`config.mk`:
```
export PLATFORM = sky130hd
export DESIGN_NAME = endian_swap_steering
export DESIGN_NICKNAME = d
export VERILOG_FILES = /design/src/verilog/endian_swap_pkg.sv /design/src/verilog/byte_steer.sv /design/src/verilog/endian_swap_steering.sv
export VERILOG_INCLUDE_DIRS = /design/src /design/src/verilog
export SDC_FILE = /design/constraint.sdc
export NUM_CORES = 1
export LEC_CHECK = 0
export BUFFER_PORTS_ARGS = -buffer_cell sky130_fd_sc_hd__buf_2
export CORE_ASPECT_RATIO = 0.8
export CORE_MARGIN = 5
export CORE_UTILIZATION = 40
export DETAILED_ROUTE_END_ITERATION = 8
export PLACE_DENSITY = 0.7
export SYNTH_ARGS = -nofsm -noshare
export SYNTH_HDL_FRONTEND = slang
export SYNTH_HIERARCHICAL = 1
export SYNTH_SLANG_ARGS = --single-unit
```
`constraint.sdc`:
```
create_clock -name clk_i -period 2.1 [get_ports clk_i]
set_input_delay 0 -clock clk_i [delete_from_list [all_inputs] [get_ports clk_i]]
set_output_delay 0 -clock clk_i [all_outputs]
set_load 0.02 [all_outputs]
```
`src/verilog/endian_swap_defines.svh`:
```
// Purpose: Constants for the endian steering block
// Assumes: 32-bit DSP side words, 16-bit host port
// Notes: Included by bare name
`ifndef ENDIAN_SWAP_DEFINES_SVH
`define ENDIAN_SWAP_DEFINES_SVH
// Access width codes
`define SIZE_BYTE 2'h0
`define SIZE_HALF 2'h1
`define SIZE_WORD 2'h2
// Host port swap defaults after reset
`define HP_BYTE_SWAP_RST 1'h0
`define HP_HALF_SWAP_RST 1'h1
// Memory path swap default after reset
`define MEM_SWAP_EN_RST 1'h0
`endif

```
`src/verilog/endian_swap_pkg.sv`:
```
// Purpose: Types for the endian steering block
// Assumes: Nothing beyond the defines header
// Notes: Host port sequencing states
package endian_swap_pkg;
   typedef enum logic [1:0] {HP_IDLE, HP_FIRST, HP_SECOND} hp_state_e;
   typedef logic [1:0] size_t;
endpackage

```
`src/verilog/byte_steer.sv`:
```
// Purpose: Combinational repack of one 32-bit word by width and mode
// Assumes: Right-justified narrow data
// Notes: Same function serves both directions
`timescale 1ns/100ps
`default_nettype none
`include "endian_swap_defines.svh"
module byte_steer (
   input wire logic [31:0] data_i,
   input wire logic [1:0] size_i,
   input wire logic byte_swap_i,
   input wire logic half_swap_i,
   output logic [31:0] data_o
);
   always_comb begin
      data_o = data_i;
      if (size_i == `SIZE_WORD) begin
         if (half_swap_i) begin
            data_o = {data_i[15:0], data_i[31:16]};
         end else if (byte_swap_i) begin
            data_o = {data_i[7:0], data_i[15:8], data_i[23:16], data_i[31:24]};
         end
      end else if (size_i == `SIZE_HALF) begin
         data_o = {16'h0000, byte_swap_i ? {data_i[7:0], data_i[15:8]} : data_i[15:0]};
      end else begin
         data_o = {24'h00_0000, data_i[7:0]};
      end
   end
endmodule
`default_nettype wire

```
`src/verilog/endian_swap_steering.sv`:
```
// Purpose: Endian steering on the memory path and the host port path
// Assumes: One clock; swap enables sampled when an access is taken
// Notes: Narrow data is right-justified on every path
// Operation
// - Swap words between big and little endian
// - Convert memory path and host port path
// - Disabled swapping passes data unchanged
// - Aligned word byte swap fully reverses bytes
// - Odd or halfword-mode write swaps halves
// - Odd or halfword-mode read swaps halves
// - Halfword format carries bytes 1,0,3,2
// - Byte and halfword stay right-justified
// - Memory path swapping off after reset; here mem_swap_en_i is an input used directly, with no reset value
// - Decode width first then repack
// - Host port separate memory/register controls
// - Host word split into two halves
// - Host reset: byte swap off, half on
`timescale 1ns/100ps
`default_nettype none
`include "endian_swap_defines.svh"
module endian_swap_steering (
   input wire logic clk_i,
   input wire logic reset_n_i,
   // Memory path
   input wire logic mem_swap_en_i,
   input wire logic mem_byte_mode_i,
   input wire logic mem_req_i,
   input wire logic mem_write_i,
   input wire logic [1:0] mem_size_i,
   input wire logic mem_addr1_i,
   input wire logic [31:0] mem_dsp_wdata_i,
   input wire logic [31:0] mem_sys_rdata_i,
   output logic mem_valid_o,
   output logic [31:0] mem_sys_wdata_o,
   output logic [31:0] mem_dsp_rdata_o,
   // Host port path
   input wire logic hp_cfg_load_i,
   input wire logic hp_mem_byte_swap_i,
   input wire logic hp_mem_half_swap_i,
   input wire logic hp_reg_byte_swap_i,
   input wire logic hp_reg_half_swap_i,
   input wire logic hp_req_i,
   input wire logic hp_is_mem_i,
   input wire logic [1:0] hp_size_i,
   input wire logic [31:0] hp_dsp_data_i,
   output logic hp_busy_o,
   output logic hp_valid_o,
   output logic [15:0] hp_data_o
);
   // -----------------------------
   // Memory path
   // -----------------------------
   logic [31:0] mem_w_steer, mem_r_steer;
   logic mem_half;
   logic mem_byte_en;
   logic mem_valid_q, mem_valid_d;
   logic [31:0] mem_wdata_q, mem_wdata_d, mem_rdata_q, mem_rdata_d;

   // Odd halfword start or halfword mode picks half exchange
   assign mem_half = mem_swap_en_i & (mem_addr1_i | ~mem_byte_mode_i);
   // Half exchange outranks byte reverse inside the repack, so halfword accesses keep their byte swap
   // Nothing swaps until mem_swap_en_i is raised; the enable is an input and gets no reset value here
   assign mem_byte_en = mem_swap_en_i;

   // Each repack is its own inverse, so one copy per direction suffices
   byte_steer u_mem_wr (
      .data_i(mem_dsp_wdata_i),
      .size_i(mem_size_i),
      .byte_swap_i(mem_byte_en),
      .half_swap_i(mem_half),
      .data_o(mem_w_steer)
   );
   byte_steer u_mem_rd (
      .data_i(mem_sys_rdata_i),
      .size_i(mem_size_i),
      .byte_swap_i(mem_byte_en),
      .half_swap_i(mem_half),
      .data_o(mem_r_steer)
   );

   always_comb begin
      mem_valid_d = mem_req_i;
      mem_wdata_d = mem_wdata_q;
      mem_rdata_d = mem_rdata_q;
      if (mem_req_i) begin
         if (mem_write_i) begin
            mem_wdata_d = mem_w_steer;
         end else begin
            mem_rdata_d = mem_r_steer;
         end
      end
   end

   always_ff @(posedge clk_i or negedge reset_n_i) begin
      if (!reset_n_i) begin
         mem_valid_q <= 1'b0;
         mem_wdata_q <= 32'h0000_0000;
         mem_rdata_q <= 32'h0000_0000;
      end else begin
         mem_valid_q <= mem_valid_d;
         mem_wdata_q <= mem_wdata_d;
         mem_rdata_q <= mem_rdata_d;
      end
   end
   assign mem_valid_o = mem_valid_q;
   assign mem_sys_wdata_o = mem_wdata_q;
   assign mem_dsp_rdata_o = mem_rdata_q;

   // -----------------------------
   // Host port configuration
   // -----------------------------
   logic hp_mb_q, hp_mb_d, hp_mh_q, hp_mh_d, hp_rb_q, hp_rb_d, hp_rh_q, hp_rh_d;

   always_comb begin
      hp_mb_d = hp_mb_q;
      hp_mh_d = hp_mh_q;
      hp_rb_d = hp_rb_q;
      hp_rh_d = hp_rh_q;
      if (hp_cfg_load_i) begin
         hp_mb_d = hp_mem_byte_swap_i;
         hp_mh_d = hp_mem_half_swap_i;
         hp_rb_d = hp_reg_byte_swap_i;
         hp_rh_d = hp_reg_half_swap_i;
      end
   end

   always_ff @(posedge clk_i or negedge reset_n_i) begin
      if (!reset_n_i) begin
         hp_mb_q <= `HP_BYTE_SWAP_RST;
         hp_rb_q <= `HP_BYTE_SWAP_RST;
         hp_mh_q <= `HP_HALF_SWAP_RST;
         hp_rh_q <= `HP_HALF_SWAP_RST;
      end else begin
         hp_mb_q <= hp_mb_d;
         hp_mh_q <= hp_mh_d;
         hp_rb_q <= hp_rb_d;
         hp_rh_q <= hp_rh_d;
      end
   end

   // -----------------------------
   // Host port sequencer
   // -----------------------------
   endian_swap_pkg::hp_state_e hp_state_q, hp_state_d;
   logic [31:0] hp_steer, hp_word_q, hp_word_d;
   logic hp_sel_byte, hp_sel_half;
   logic hp_valid_q, hp_valid_d;
   logic [15:0] hp_out_q, hp_out_d;

   assign hp_sel_byte = hp_is_mem_i ? hp_mb_q : hp_rb_q;
   assign hp_sel_half = hp_is_mem_i ? hp_mh_q : hp_rh_q;

   byte_steer u_hp (
      .data_i(hp_dsp_data_i),
      .size_i(hp_size_i),
      .byte_swap_i(hp_sel_byte),
      .half_swap_i(hp_sel_half),
      .data_o(hp_steer)
   );

   always_comb begin
      hp_state_d = hp_state_q;
      hp_word_d = hp_word_q;
      hp_valid_d = 1'b0;
      hp_out_d = hp_out_q;
      case (hp_state_q)
         endian_swap_pkg::HP_IDLE: begin
            if (hp_req_i) begin
               // Steered word is frozen here so later control changes cannot tear it
               hp_word_d = hp_steer;
               hp_valid_d = 1'b1;
               hp_out_d = hp_steer[15:0];
               if (hp_size_i == `SIZE_WORD) begin
                  hp_state_d = endian_swap_pkg::HP_SECOND;
               end
            end
         end
         endian_swap_pkg::HP_SECOND: begin
            hp_valid_d = 1'b1;
            hp_out_d = hp_word_q[31:16];
            hp_state_d = endian_swap_pkg::HP_IDLE;
         end
         default: begin
            hp_state_d = endian_swap_pkg::HP_IDLE;
         end
      endcase
   end

   always_ff @(posedge clk_i or negedge reset_n_i) begin
      if (!reset_n_i) begin
         hp_state_q <= endian_swap_pkg::HP_IDLE;
         hp_word_q <= 32'h0000_0000;
         hp_valid_q <= 1'b0;
         hp_out_q <= 16'h0000;
      end else begin
         hp_state_q <= hp_state_d;
         hp_word_q <= hp_word_d;
         hp_valid_q <= hp_valid_d;
         hp_out_q <= hp_out_d;
      end
   end
   assign hp_busy_o = (hp_state_q != endian_swap_pkg::HP_IDLE);
   assign hp_valid_o = hp_valid_q;
   assign hp_data_o = hp_out_q;
endmodule
`default_nettype wire

```
### Yosys cells after proc, flatten, opt, wreduce, memory -nomap -nowiden

Index checks and enable logic that the tools add are counted.

| cells by class | value |
|---|---|
| equal/unequal tests | 7 |
| mux-type cells | 24 |
| bitwise operators | 4 |
| reduce and logical (&&, ||, !) cells | 8 |

Operators by type and width:

| cell | count |
|---|---|
| 32-bit two-way mux | 9 |
| 16-bit two-way mux | 7 |
| 16-bit case mux with 2 select lines | 1 |
| 2-bit AND reduction | 5 |
| 2-bit == test, second input constant | 3 |
| 2-bit two-way mux | 3 |
| 2-bit by 1-bit == test with 1-bit output, second input constant | 2 |
| 2-bit inequality test, second input constant | 2 |
| 2-bit nonzero test | 2 |
| 1-bit two-way mux | 3 |
| 2-bit zero test | 1 |
| 1-bit NOT | 2 |
| 1-bit case mux with 2 select lines | 1 |
| 1-bit AND | 1 |
| 1-bit bitwise OR | 1 |

| word-level totals | value |
|---|---|
| register bits after elaboration | 120 |
| input port bits | 114 |
| output and inout port bits | 83 |
| logic and storage cells | 54 |

### Depth between registers and ports, before layout

Gate-level depths: netlist (run 1).

| logic depth | value |
|---|---|
| depth in word-level cells | 6 |
| mapped depth | 8 |
| depth with buffers taken out | 6 |

### By module

The synthesis (run 1) kept the hierarchy.

Modules (own cells, without submodules):

| module | times used | cells an instance | area an instance (µm²) | seq. area each (µm²) |
|---|---|---|---|---|
| endian_swap_steering | 1 | 258 | 4031.4 | 2580.0 |
| byte_steer | 3 | 151 | 1196.1 | 0.0 |

### Least setup slack after synthesis (run 1)

No wires, ideal clock.

| timing path | value |
|---|---|
| path kind | register to register |
| from | reg hp_mb_q |
| to | reg hp_word_q[16] |
| library setup time | 125 ps |
| arrival | 1584 ps |
| required time | 1975 ps |
| slack | 391 ps |
| stages on the path, launching flop included | 8 |
| buffers on the path | 2 |
| clock period less this slack | 1709 ps |
| path through | dfrtp_1 -> mux2_2 -> buf_6 -> buf_12 -> mux2_1 -> mux2i_1 -> nor2_1 -> mux2_2 |

| between the ends | value |
|---|---|
| cells in the longest elaborated chain, start to end | 4 |

RTL lines:

| element | line | source |
|---|---|---|
| from (decl) | endian_swap_steering.sv:112 | `logic hp_mb_q, hp_mb_d, hp_mh_q, hp_mh_d, hp_rb_q, hp_rb_d, hp_rh_q, hp_rh_d;` |
| from (signal assigned) | endian_swap_steering.sv:129 | `` hp_mb_q <= `HP_BYTE_SWAP_RST; `` |
| from (signal assigned) | endian_swap_steering.sv:134 | `hp_mb_q <= hp_mb_d;` |
| 1-bit two-way mux | endian_swap_steering.sv:150 | `assign hp_sel_byte = hp_is_mem_i ? hp_mb_q : hp_rb_q;` |
| named net hp_sel_byte | endian_swap_steering.sv:146 | `logic hp_sel_byte, hp_sel_half;` |
| 32-bit two-way mux | byte_steer.sv:19 | `end else if (byte_swap_i) begin` |
| 32-bit two-way mux | byte_steer.sv:17 | `if (half_swap_i) begin` |
| 32-bit two-way mux | byte_steer.sv:16 | `` if (size_i == `SIZE_WORD) begin `` |
| named net hp_steer[16] | endian_swap_steering.sv:145 | `logic [31:0] hp_steer, hp_word_q, hp_word_d;` |
| to (signal assigned) | endian_swap_steering.sv:197 | `hp_word_q <= hp_word_d;` |
| to (decl) | endian_swap_steering.sv:145 |  |

The timed path passes the listed nets, and every way through them passes these cells.
A chain may end at the register's enable or synchronous reset.

### Worst setup path after layout (run 1)

| timing path | value |
|---|---|
| from | reg hp_rb_q |
| to | reg hp_out_q[1] (netlist: hp_data_o[1]) |

| between the ends | value |
|---|---|
| cells in the longest elaborated chain, start to end | 6 |
| elaborated cells on any way between the ends | 8 |
| classes of those cells | mux (8) |

RTL lines:

| element | line | source |
|---|---|---|
| from (decl) | endian_swap_steering.sv:112 |  |
| from (signal assigned) | endian_swap_steering.sv:130 | `` hp_rb_q <= `HP_BYTE_SWAP_RST; `` |
| from (signal assigned) | endian_swap_steering.sv:136 | `hp_rb_q <= hp_rb_d;` |
| 1-bit two-way mux * | endian_swap_steering.sv:150 |  |
| named net hp_sel_byte | endian_swap_steering.sv:146 |  |
| 16-bit two-way mux / 32-bit two-way mux (equally long branches) | byte_steer.sv:23, byte_steer.sv:19 |  |
| 16-bit two-way mux / 32-bit two-way mux (equally long branches) | byte_steer.sv:22, byte_steer.sv:17 |  |
| 32-bit two-way mux * | byte_steer.sv:16 |  |
| named net hp_steer[1] | endian_swap_steering.sv:145 |  |
| 16-bit two-way mux * | endian_swap_steering.sv:168 | `if (hp_req_i) begin` |
| 16-bit case mux with 2 select lines * | endian_swap_steering.sv:166 | `case (hp_state_q)` |
| to (signal assigned) | endian_swap_steering.sv:199 | `hp_out_q <= hp_out_d;` |
| to (decl) | endian_swap_steering.sv:148 | `logic [15:0] hp_out_q, hp_out_d;` |

The timed path passes the listed nets; every way through them passes the cells marked *. The select of a mux whose other input is x is not followed.

==> flow_metrics.env, run 1 <==
export IMPL_boundaryPins=197
export IMPL_crit_fanout=34
export IMPL_cp_arrival_ps=2140
export IMPL_relSlewSlack_pct=60.3
export IMPL_fmax_mhz=519
export IMPL_drc=0
export IMPL_synth_avg_cell_area_sq_um=10.7
export IMPL_busiest_layer="met2"
export IMPL_first_iter_violations=573
export IMPL_ys_warn_count=6
export IMPL_syn_area_sq_um=7620
export IMPL_start_util_pct=40.4
export IMPL_met3_usage_pct=5.23
export IMPL_hold_viol=0
export IMPL_syn_inst=711
export IMPL_critPathKind="flip-flop to flip-flop"
export IMPL_r2r_end="hp_data_o[1]$_DFFE_PN0P_"
export IMPL_layout_nets=1001
export IMPL_via_count=6259
export IMPL_start_kind="flip-flop"
export IMPL_synth_cell_types=41
export IMPL_grt_pass1_wl_mm=32.7
export IMPL_post_route_period_util_pct=91.8
export IMPL_seq_area_frac_synth_pct=33.9
export IMPL_dieArea_sq_um=21900
export IMPL_fp_dieW_um=164
export IMPL_cts_tree="done"
export IMPL_grt_pass1_vias=6059
export IMPL_rsz0062_at_grt="false"
export IMPL_grt_max_degree=69
export IMPL_routabilityCongestion=0.955
export IMPL_worstHoldStart="mem_sys_rdata_i[0]"
export IMPL_clk_latency_ps=350
export IMPL_r2r_setup_slack_ps=170
export IMPL_r2r_start="hp_rb_q$_DFFE_PN0P_"
export IMPL_cts_buffers=9
export IMPL_cts_buffer_depth=2
export IMPL_report_final_slew_viol_count=0
export IMPL_rows=45
export IMPL_antenna_left=0
export IMPL_setup_viol=0
export IMPL_clock_sinks=103
export IMPL_overflow=0
export IMPL_wire_per_inst_um=17.8
export IMPL_required_ps=2320
export IMPL_drive_above_1_share_pct=46.0
export IMPL_synthFlopType="dfrtp_1"
export IMPL_ys_seq_elements=103
export IMPL_cellPowerDensity_nw_per_um2=674
export IMPL_reg2reg_depth=6
export IMPL_antenna_found_initial=3
export IMPL_synth_fp_nets=825
export IMPL_hold_path_cell_count=4
export IMPL_cts_setup_buffers=0
export IMPL_clk_pin_slew_ps=80
export IMPL_cap_violations=0
export IMPL_track_usage_pct=18.5
export IMPL_ctsHtreeMaxLevel=3
export IMPL_port_buffers=196
export IMPL_hp_class="input pin to flip-flop"
export IMPL_met1_usage_pct=26.4
export IMPL_dpl_hpwl_mm=14.9
export IMPL_grt_met2_usage_pct=27.4
export IMPL_period_needed_ps=1930
export IMPL_dr_pass1_iters=5
export IMPL_whs_endpoint="mem_dsp_rdata_o[16]$_DFFE_PN0P_"
export IMPL_static_leakage_power_nw=4.22
export IMPL_routed_wl_mm=20.5
export IMPL_setup_tns_ps=0
export IMPL_worstSetupEndpointType="flip-flop"
export IMPL_via_per_inst=5.44
export IMPL_synth_edf_count=0
export IMPL_fin_total_pwr_mw=6.15
export IMPL_core_area_sq_um=18900
export IMPL_fin_worst_skew_ps=2.33
export IMPL_status="complete, no violations"
export IMPL_worstMarginPinSlew_ps=595
export IMPL_cts_root_buf="clkbuf_16"
export IMPL_async_flop_share_pct=100
export IMPL_area_growth_pct=19.7
export IMPL_vdd_drop_max_v=0.000374
export IMPL_die_h_um=133
per-stage QoR:
| stage | instance area [sq um] | util (%) | worst slack [ps] | hold slack (ps) | cells |
|---|---|---|---|---|---|
| finish | 9120 | 48.3 | 173 | 54.2 | 1151 |
| global route | 9110 | 48.3 | 33.8 | 71.5 | 1150 |
| CTS | 9110 | 48.3 | 177 | 39.5 | 1150 |
| detailed placement | 8700 | 46.1 | -49.9 | 21.3 | 1124 |
| global placement | 8700 | 46.1 | -9.85 | 24.3 | 1124 |
| floorplan | 7620 | - | 391 | -296 | 711 |
state kept, by name, indices dropped and copies added (netlist names):
signal           flops
hp_data_o           16
hp_mb_q              1
hp_mh_q              1
hp_rb_q              1
hp_rh_q              1
hp_state_q           1
hp_valid_o           1
hp_word_q           16
mem_dsp_rdata_o     32
mem_sys_wdata_o     32
mem_valid_o          1
worst max-delay path, cell delays in order (launching register included):
cell     delay [ps]
dfrtp_1         380
mux2_4          450
inv_2           300
o21ai_2         160
o221a_2         270
mux2i_1         130
o21ai_0         100
layout make-up:
class                      instances  area, sq um
multi-input combinational        536         4530
tap                              258          323
timing repair buffer             230         1350
antenna                            1         2.50
sequential                       103         2580
clock buffer                      10          239
clock inverter                     6         68.8
inverter                           7         26.3
fill                            1775         9740
how the worst max path moves through the flow:
stage | startpoint | to
detailed placement | hp_mb_q$_DFFE_PN0P_ | hp_data_o[4]$_DFFE_PN0P_
CTS | hp_rb_q$_DFFE_PN0P_ | hp_data_o[1]$_DFFE_PN0P_
global placement | hp_rb_q$_DFFE_PN0P_ | hp_data_o[3]$_DFFE_PN0P_
global route | hp_mb_q$_DFFE_PN0P_ | hp_data_o[1]$_DFFE_PN0P_
floorplan | hp_mb_q$_DFFE_PN0P_ | hp_word_q[16]$_DFFE_PN0P_
finish | hp_rb_q$_DFFE_PN0P_ | hp_data_o[1]$_DFFE_PN0P_
synth_stat cells (4+ instances only):
cell	n	area share [%]
mux2_2	102	15
a22oi_1	6	0.59
nand2b_1	12	0.99
nor3_1	24	1.6
mux2_1	5	0.74
nor2_1	24	1.2
and2_1	24	2.0
buf_2	27	1.8
nor4b_1	15	1.7
o21ai_0	28	1.8
dfrtp_1	101	33
a21oi_1	33	2.2
o211ai_1	6	0.59
nor2b_1	25	2.1
mux2_4	36	7.1
a211oi_1	24	2.4
buf_6	17	2.5
o22ai_1	24	2.0
inv_1	4	0.20
mux2i_1	73	9.6
nor3b_1	15	1.5
o221a_2	15	2.2
buf_4	10	0.99
clkbuf_1	6	0.30
nand2_1	20	0.99
timing repair:
item,CTS,global route
hold buffers,10,0
gates resized for setup,1,0
endpoints found under the setup margin,5,0
endpoints found under the hold margin,108,0
cell families after synthesis:
kind of cell,share of synthesized area [%]
AND/OR/NAND/NOR,13.0
XOR/XNOR,0.345
flip-flops,33.9
buffers and inverters,6.96
AO/OA/AOI/OAI,13.4
multiplexers,32.5
report_power, final:
part           internal [mW]  switching [mW]
clock                  0.964           0.788
combinational          0.913            1.10
sequential              2.24           0.137
total                   4.12            2.03
layer usage:
metal | up-vias | part of all wire, %
met3 | 24 | 8.0
met1 | 3006 | 46
met4 | 6 | 1.4
li1 | 2999 | -
met5 | - | 0.11
met2 | 224 | 45
cells in the final DEF (no fill, tap or decap), types with 4 or more instances in the layout:
master | netlist | routed
a211oi_1 | 24 | 24
a21oi_1 | 33 | 33
a22oi_1 | 6 | 6
and2_1 | 24 | 24
buf_12 | 3 | 7
buf_2 | 27 | 195
buf_4 | 10 | 18
clkbuf_16 | 0 | 9
dfrtp_1 | 101 | 101
dlygate4sd3_1 | 0 | 10
inv_1 | 4 | 4
mux2_1 | 5 | 5
mux2_2 | 102 | 101
mux2_4 | 36 | 37
mux2i_1 | 73 | 73
nand2_1 | 20 | 20
nand2b_1 | 12 | 12
nor2_1 | 24 | 24
nor2b_1 | 25 | 24
nor3_1 | 24 | 24
nor3b_1 | 15 | 15
nor4b_1 | 15 | 15
o211ai_1 | 6 | 6
o21ai_0 | 28 | 28
o221a_2 | 15 | 15
o22ai_1 | 24 | 24
No activity file was read; power rests on OpenSTA's default activity.
==> run 2: changes to the inputs <==
Settings changed: CORE_UTILIZATION 40 to 50, PLACE_DENSITY 0.7 to 0.83.
==> flow_metrics.env, run 2 (synthesis results as in run 1) <==
export IMPL_status="complete, no violations"
export IMPL_report_final_slew_viol_count=0
export IMPL_final_util_pct=60.0
export IMPL_dr_pass1_iters=5
export IMPL_crit_fanout=32
export IMPL_setup_tns_ps=0
export IMPL_hold_viol=0
export IMPL_cap_violations=0
export IMPL_cts_buffers=9
export IMPL_drive_above_1_share_pct=45.8
export IMPL_grt_pass1_wl_mm=33.6
export IMPL_power_share_switching_pct=32.9
export IMPL_vdd_drop_max_v=0.000365
export IMPL_period_needed_ps=1820
export IMPL_cp_startpoint="hp_mb_q$_DFFE_PN0P_"
export IMPL_start_util_pct=50.9
export IMPL_drc=0
export IMPL_clk_pin_slew_ps=70
export IMPL_clock_sinks=103
export IMPL_final_cells=1078
export IMPL_wire_per_inst_um=19.3
export IMPL_fmax_mhz=550
export IMPL_die_h_um=120
export IMPL_post_route_period_util_pct=86.6
export IMPL_diodes=0
export IMPL_place_area_sq_um=8580
export IMPL_fp_dieW_um=148
export IMPL_power_frac_clock_pct=28.0
export IMPL_dpl_hpwl_mm=15.1
export IMPL_final_common_cell="buf_2"
export IMPL_cts_tree="done"
export IMPL_pwr_share_comb_pct=33.0
export IMPL_relSlewSlack_pct=59.8
export IMPL_grt_max_degree=69
export IMPL_antenna_left=0
export IMPL_critPathKind="flip-flop to flip-flop"
export IMPL_hp_class="input pin to flip-flop"
export IMPL_intPower_mw=4.10
export IMPL_required_ps=2320
export IMPL_cts_buffer_depth=2
export IMPL_routabilityCongestion=0.914
export IMPL_overflow=0
export IMPL_layout_nets=999
export IMPL_cp_arrival_ps=2040
export IMPL_worstSetupEndpointType="flip-flop"
export IMPL_start_kind="flip-flop"
export IMPL_static_leakage_power_nw=4.20
export IMPL_cts_resized=0
export IMPL_area_growth_pct=17.8
export IMPL_seqPwrFrac_pct=39.1
export IMPL_first_iter_violations=431
export IMPL_r2r_start="hp_mb_q$_DFFE_PN0P_"
export IMPL_cts_root_buf="clkbuf_16"
export IMPL_track_usage_pct=23.1
export IMPL_rows=40
export IMPL_boundaryPins=197
export IMPL_rsz0062_at_grt="false"
export IMPL_mostFrequentLayoutCells="buf_2 (195), mux2_2 (102), dfrtp_1 (101)"
export IMPL_netSwitchingPower_mw=2.01
export IMPL_cellPowerDensity_nw_per_um2=681
export IMPL_dieArea_sq_um=17800
export IMPL_antenna_found_initial=0
export IMPL_via_count=6324
export IMPL_clk_latency_ps=350
export IMPL_ctsHtreeMaxLevel=3
export IMPL_core_area_sq_um=15000
export IMPL_worstMarginPinSlew_ps=603
export IMPL_fin_worst_skew_ps=7.64
export IMPL_stdcell_area_sq_um=8970
export IMPL_placedCellCount=1053
export IMPL_setup_viol=0
export IMPL_routed_wl_mm=20.8
export IMPL_port_buffers=196
export IMPL_fin_total_pwr_mw=6.11
export IMPL_worstHoldStart="mem_sys_rdata_i[2]"
export IMPL_grt_pass1_vias=6199
export IMPL_via_per_inst=5.87
export IMPL_cts_setup_buffers=0
[run 2: stage by stage]
stage / setup WS, ps / hold WS (ps)
final: 281 / 71.6
after global routing: 164 / 69.7
after CTS: 298 / 51.5
after detailed placement: 292 / -44.3
after global placement: 352 / -49.7
after floorplan: 391 / -296
[run 2: final timing paths]
kind	to	slack [ps]	depth (start not counted)
hold / removal	mem_dsp_rdata_o[18]$_DFFE_PN0P_	70	4
setup reg to reg	hp_data_o[14]$_DFFE_PN0P_	280	7
setup / recovery	hp_data_o[14]$_DFFE_PN0P_	280	7
hold reg to reg	hp_data_o[2]$_DFFE_PN0P_	490	2
max in group asynchronous	hp_rh_q$_DFFE_PN1P_	1200	3
min in group asynchronous	mem_sys_wdata_o[14]$_DFFE_PN0P_	130	2
[run 2: area by class of cell]
type | count | area [sq um]
fillers | 1248 | 5990
multi-input cells | 536 | 4520
flip-flops and latches | 103 | 2580
repair buffers | 228 | 1310
clock buffers | 10 | 239
well taps | 189 | 236
clock inverters | 5 | 58.8
inverters | 7 | 26.3
[run 2: power groups by stage]
| stage | clock network (mW) | logic, mW | registers [mW] |
|---|---|---|---|
| 3_5_place_dp | 0 | 1.99 | 2.42 |
| 6_report | 1.71 | 2.01 | 2.39 |
| 5_1_grt | 1.85 | 2.17 | 2.42 |
| 4_1_cts | 1.76 | 2.01 | 2.39 |
| 2_1_floorplan | 0 | 1.09 | 2.67 |
| 3_3_place_gp | 0 | 1.95 | 2.41 |
[run 2: routing by layer]
| layer | routed length, um | part of all wire (%) | global-route usage, % | vias up |
|---|---|---|---|---|
| met5 | 0 | 0 | 0 | - |
| met4 | 308 | 1.5 | 5.77 | 0 |
| met3 | 1650 | 7.9 | 5.55 | 27 |
| met2 | 9550 | 46 | 35.8 | 258 |
| met1 | 9270 | 45 | 32.8 | 3046 |
| li1 | - | - | - | 2993 |
[run 2: what timing repair did]
action / CTS / global route
hold buffers: 10 / 0
endpoints found under the setup margin: 0 / 0
hold endpoints to repair: 81 / 0
[run 2: worst max-delay path: stages (launching register included)]
cell and delay (ps):
dfrtp_1 370, mux2_2 320, buf_12 190, mux2_4 310, mux2i_1 160, o22ai_1 110, mux2i_1 140, o21ai_0 80
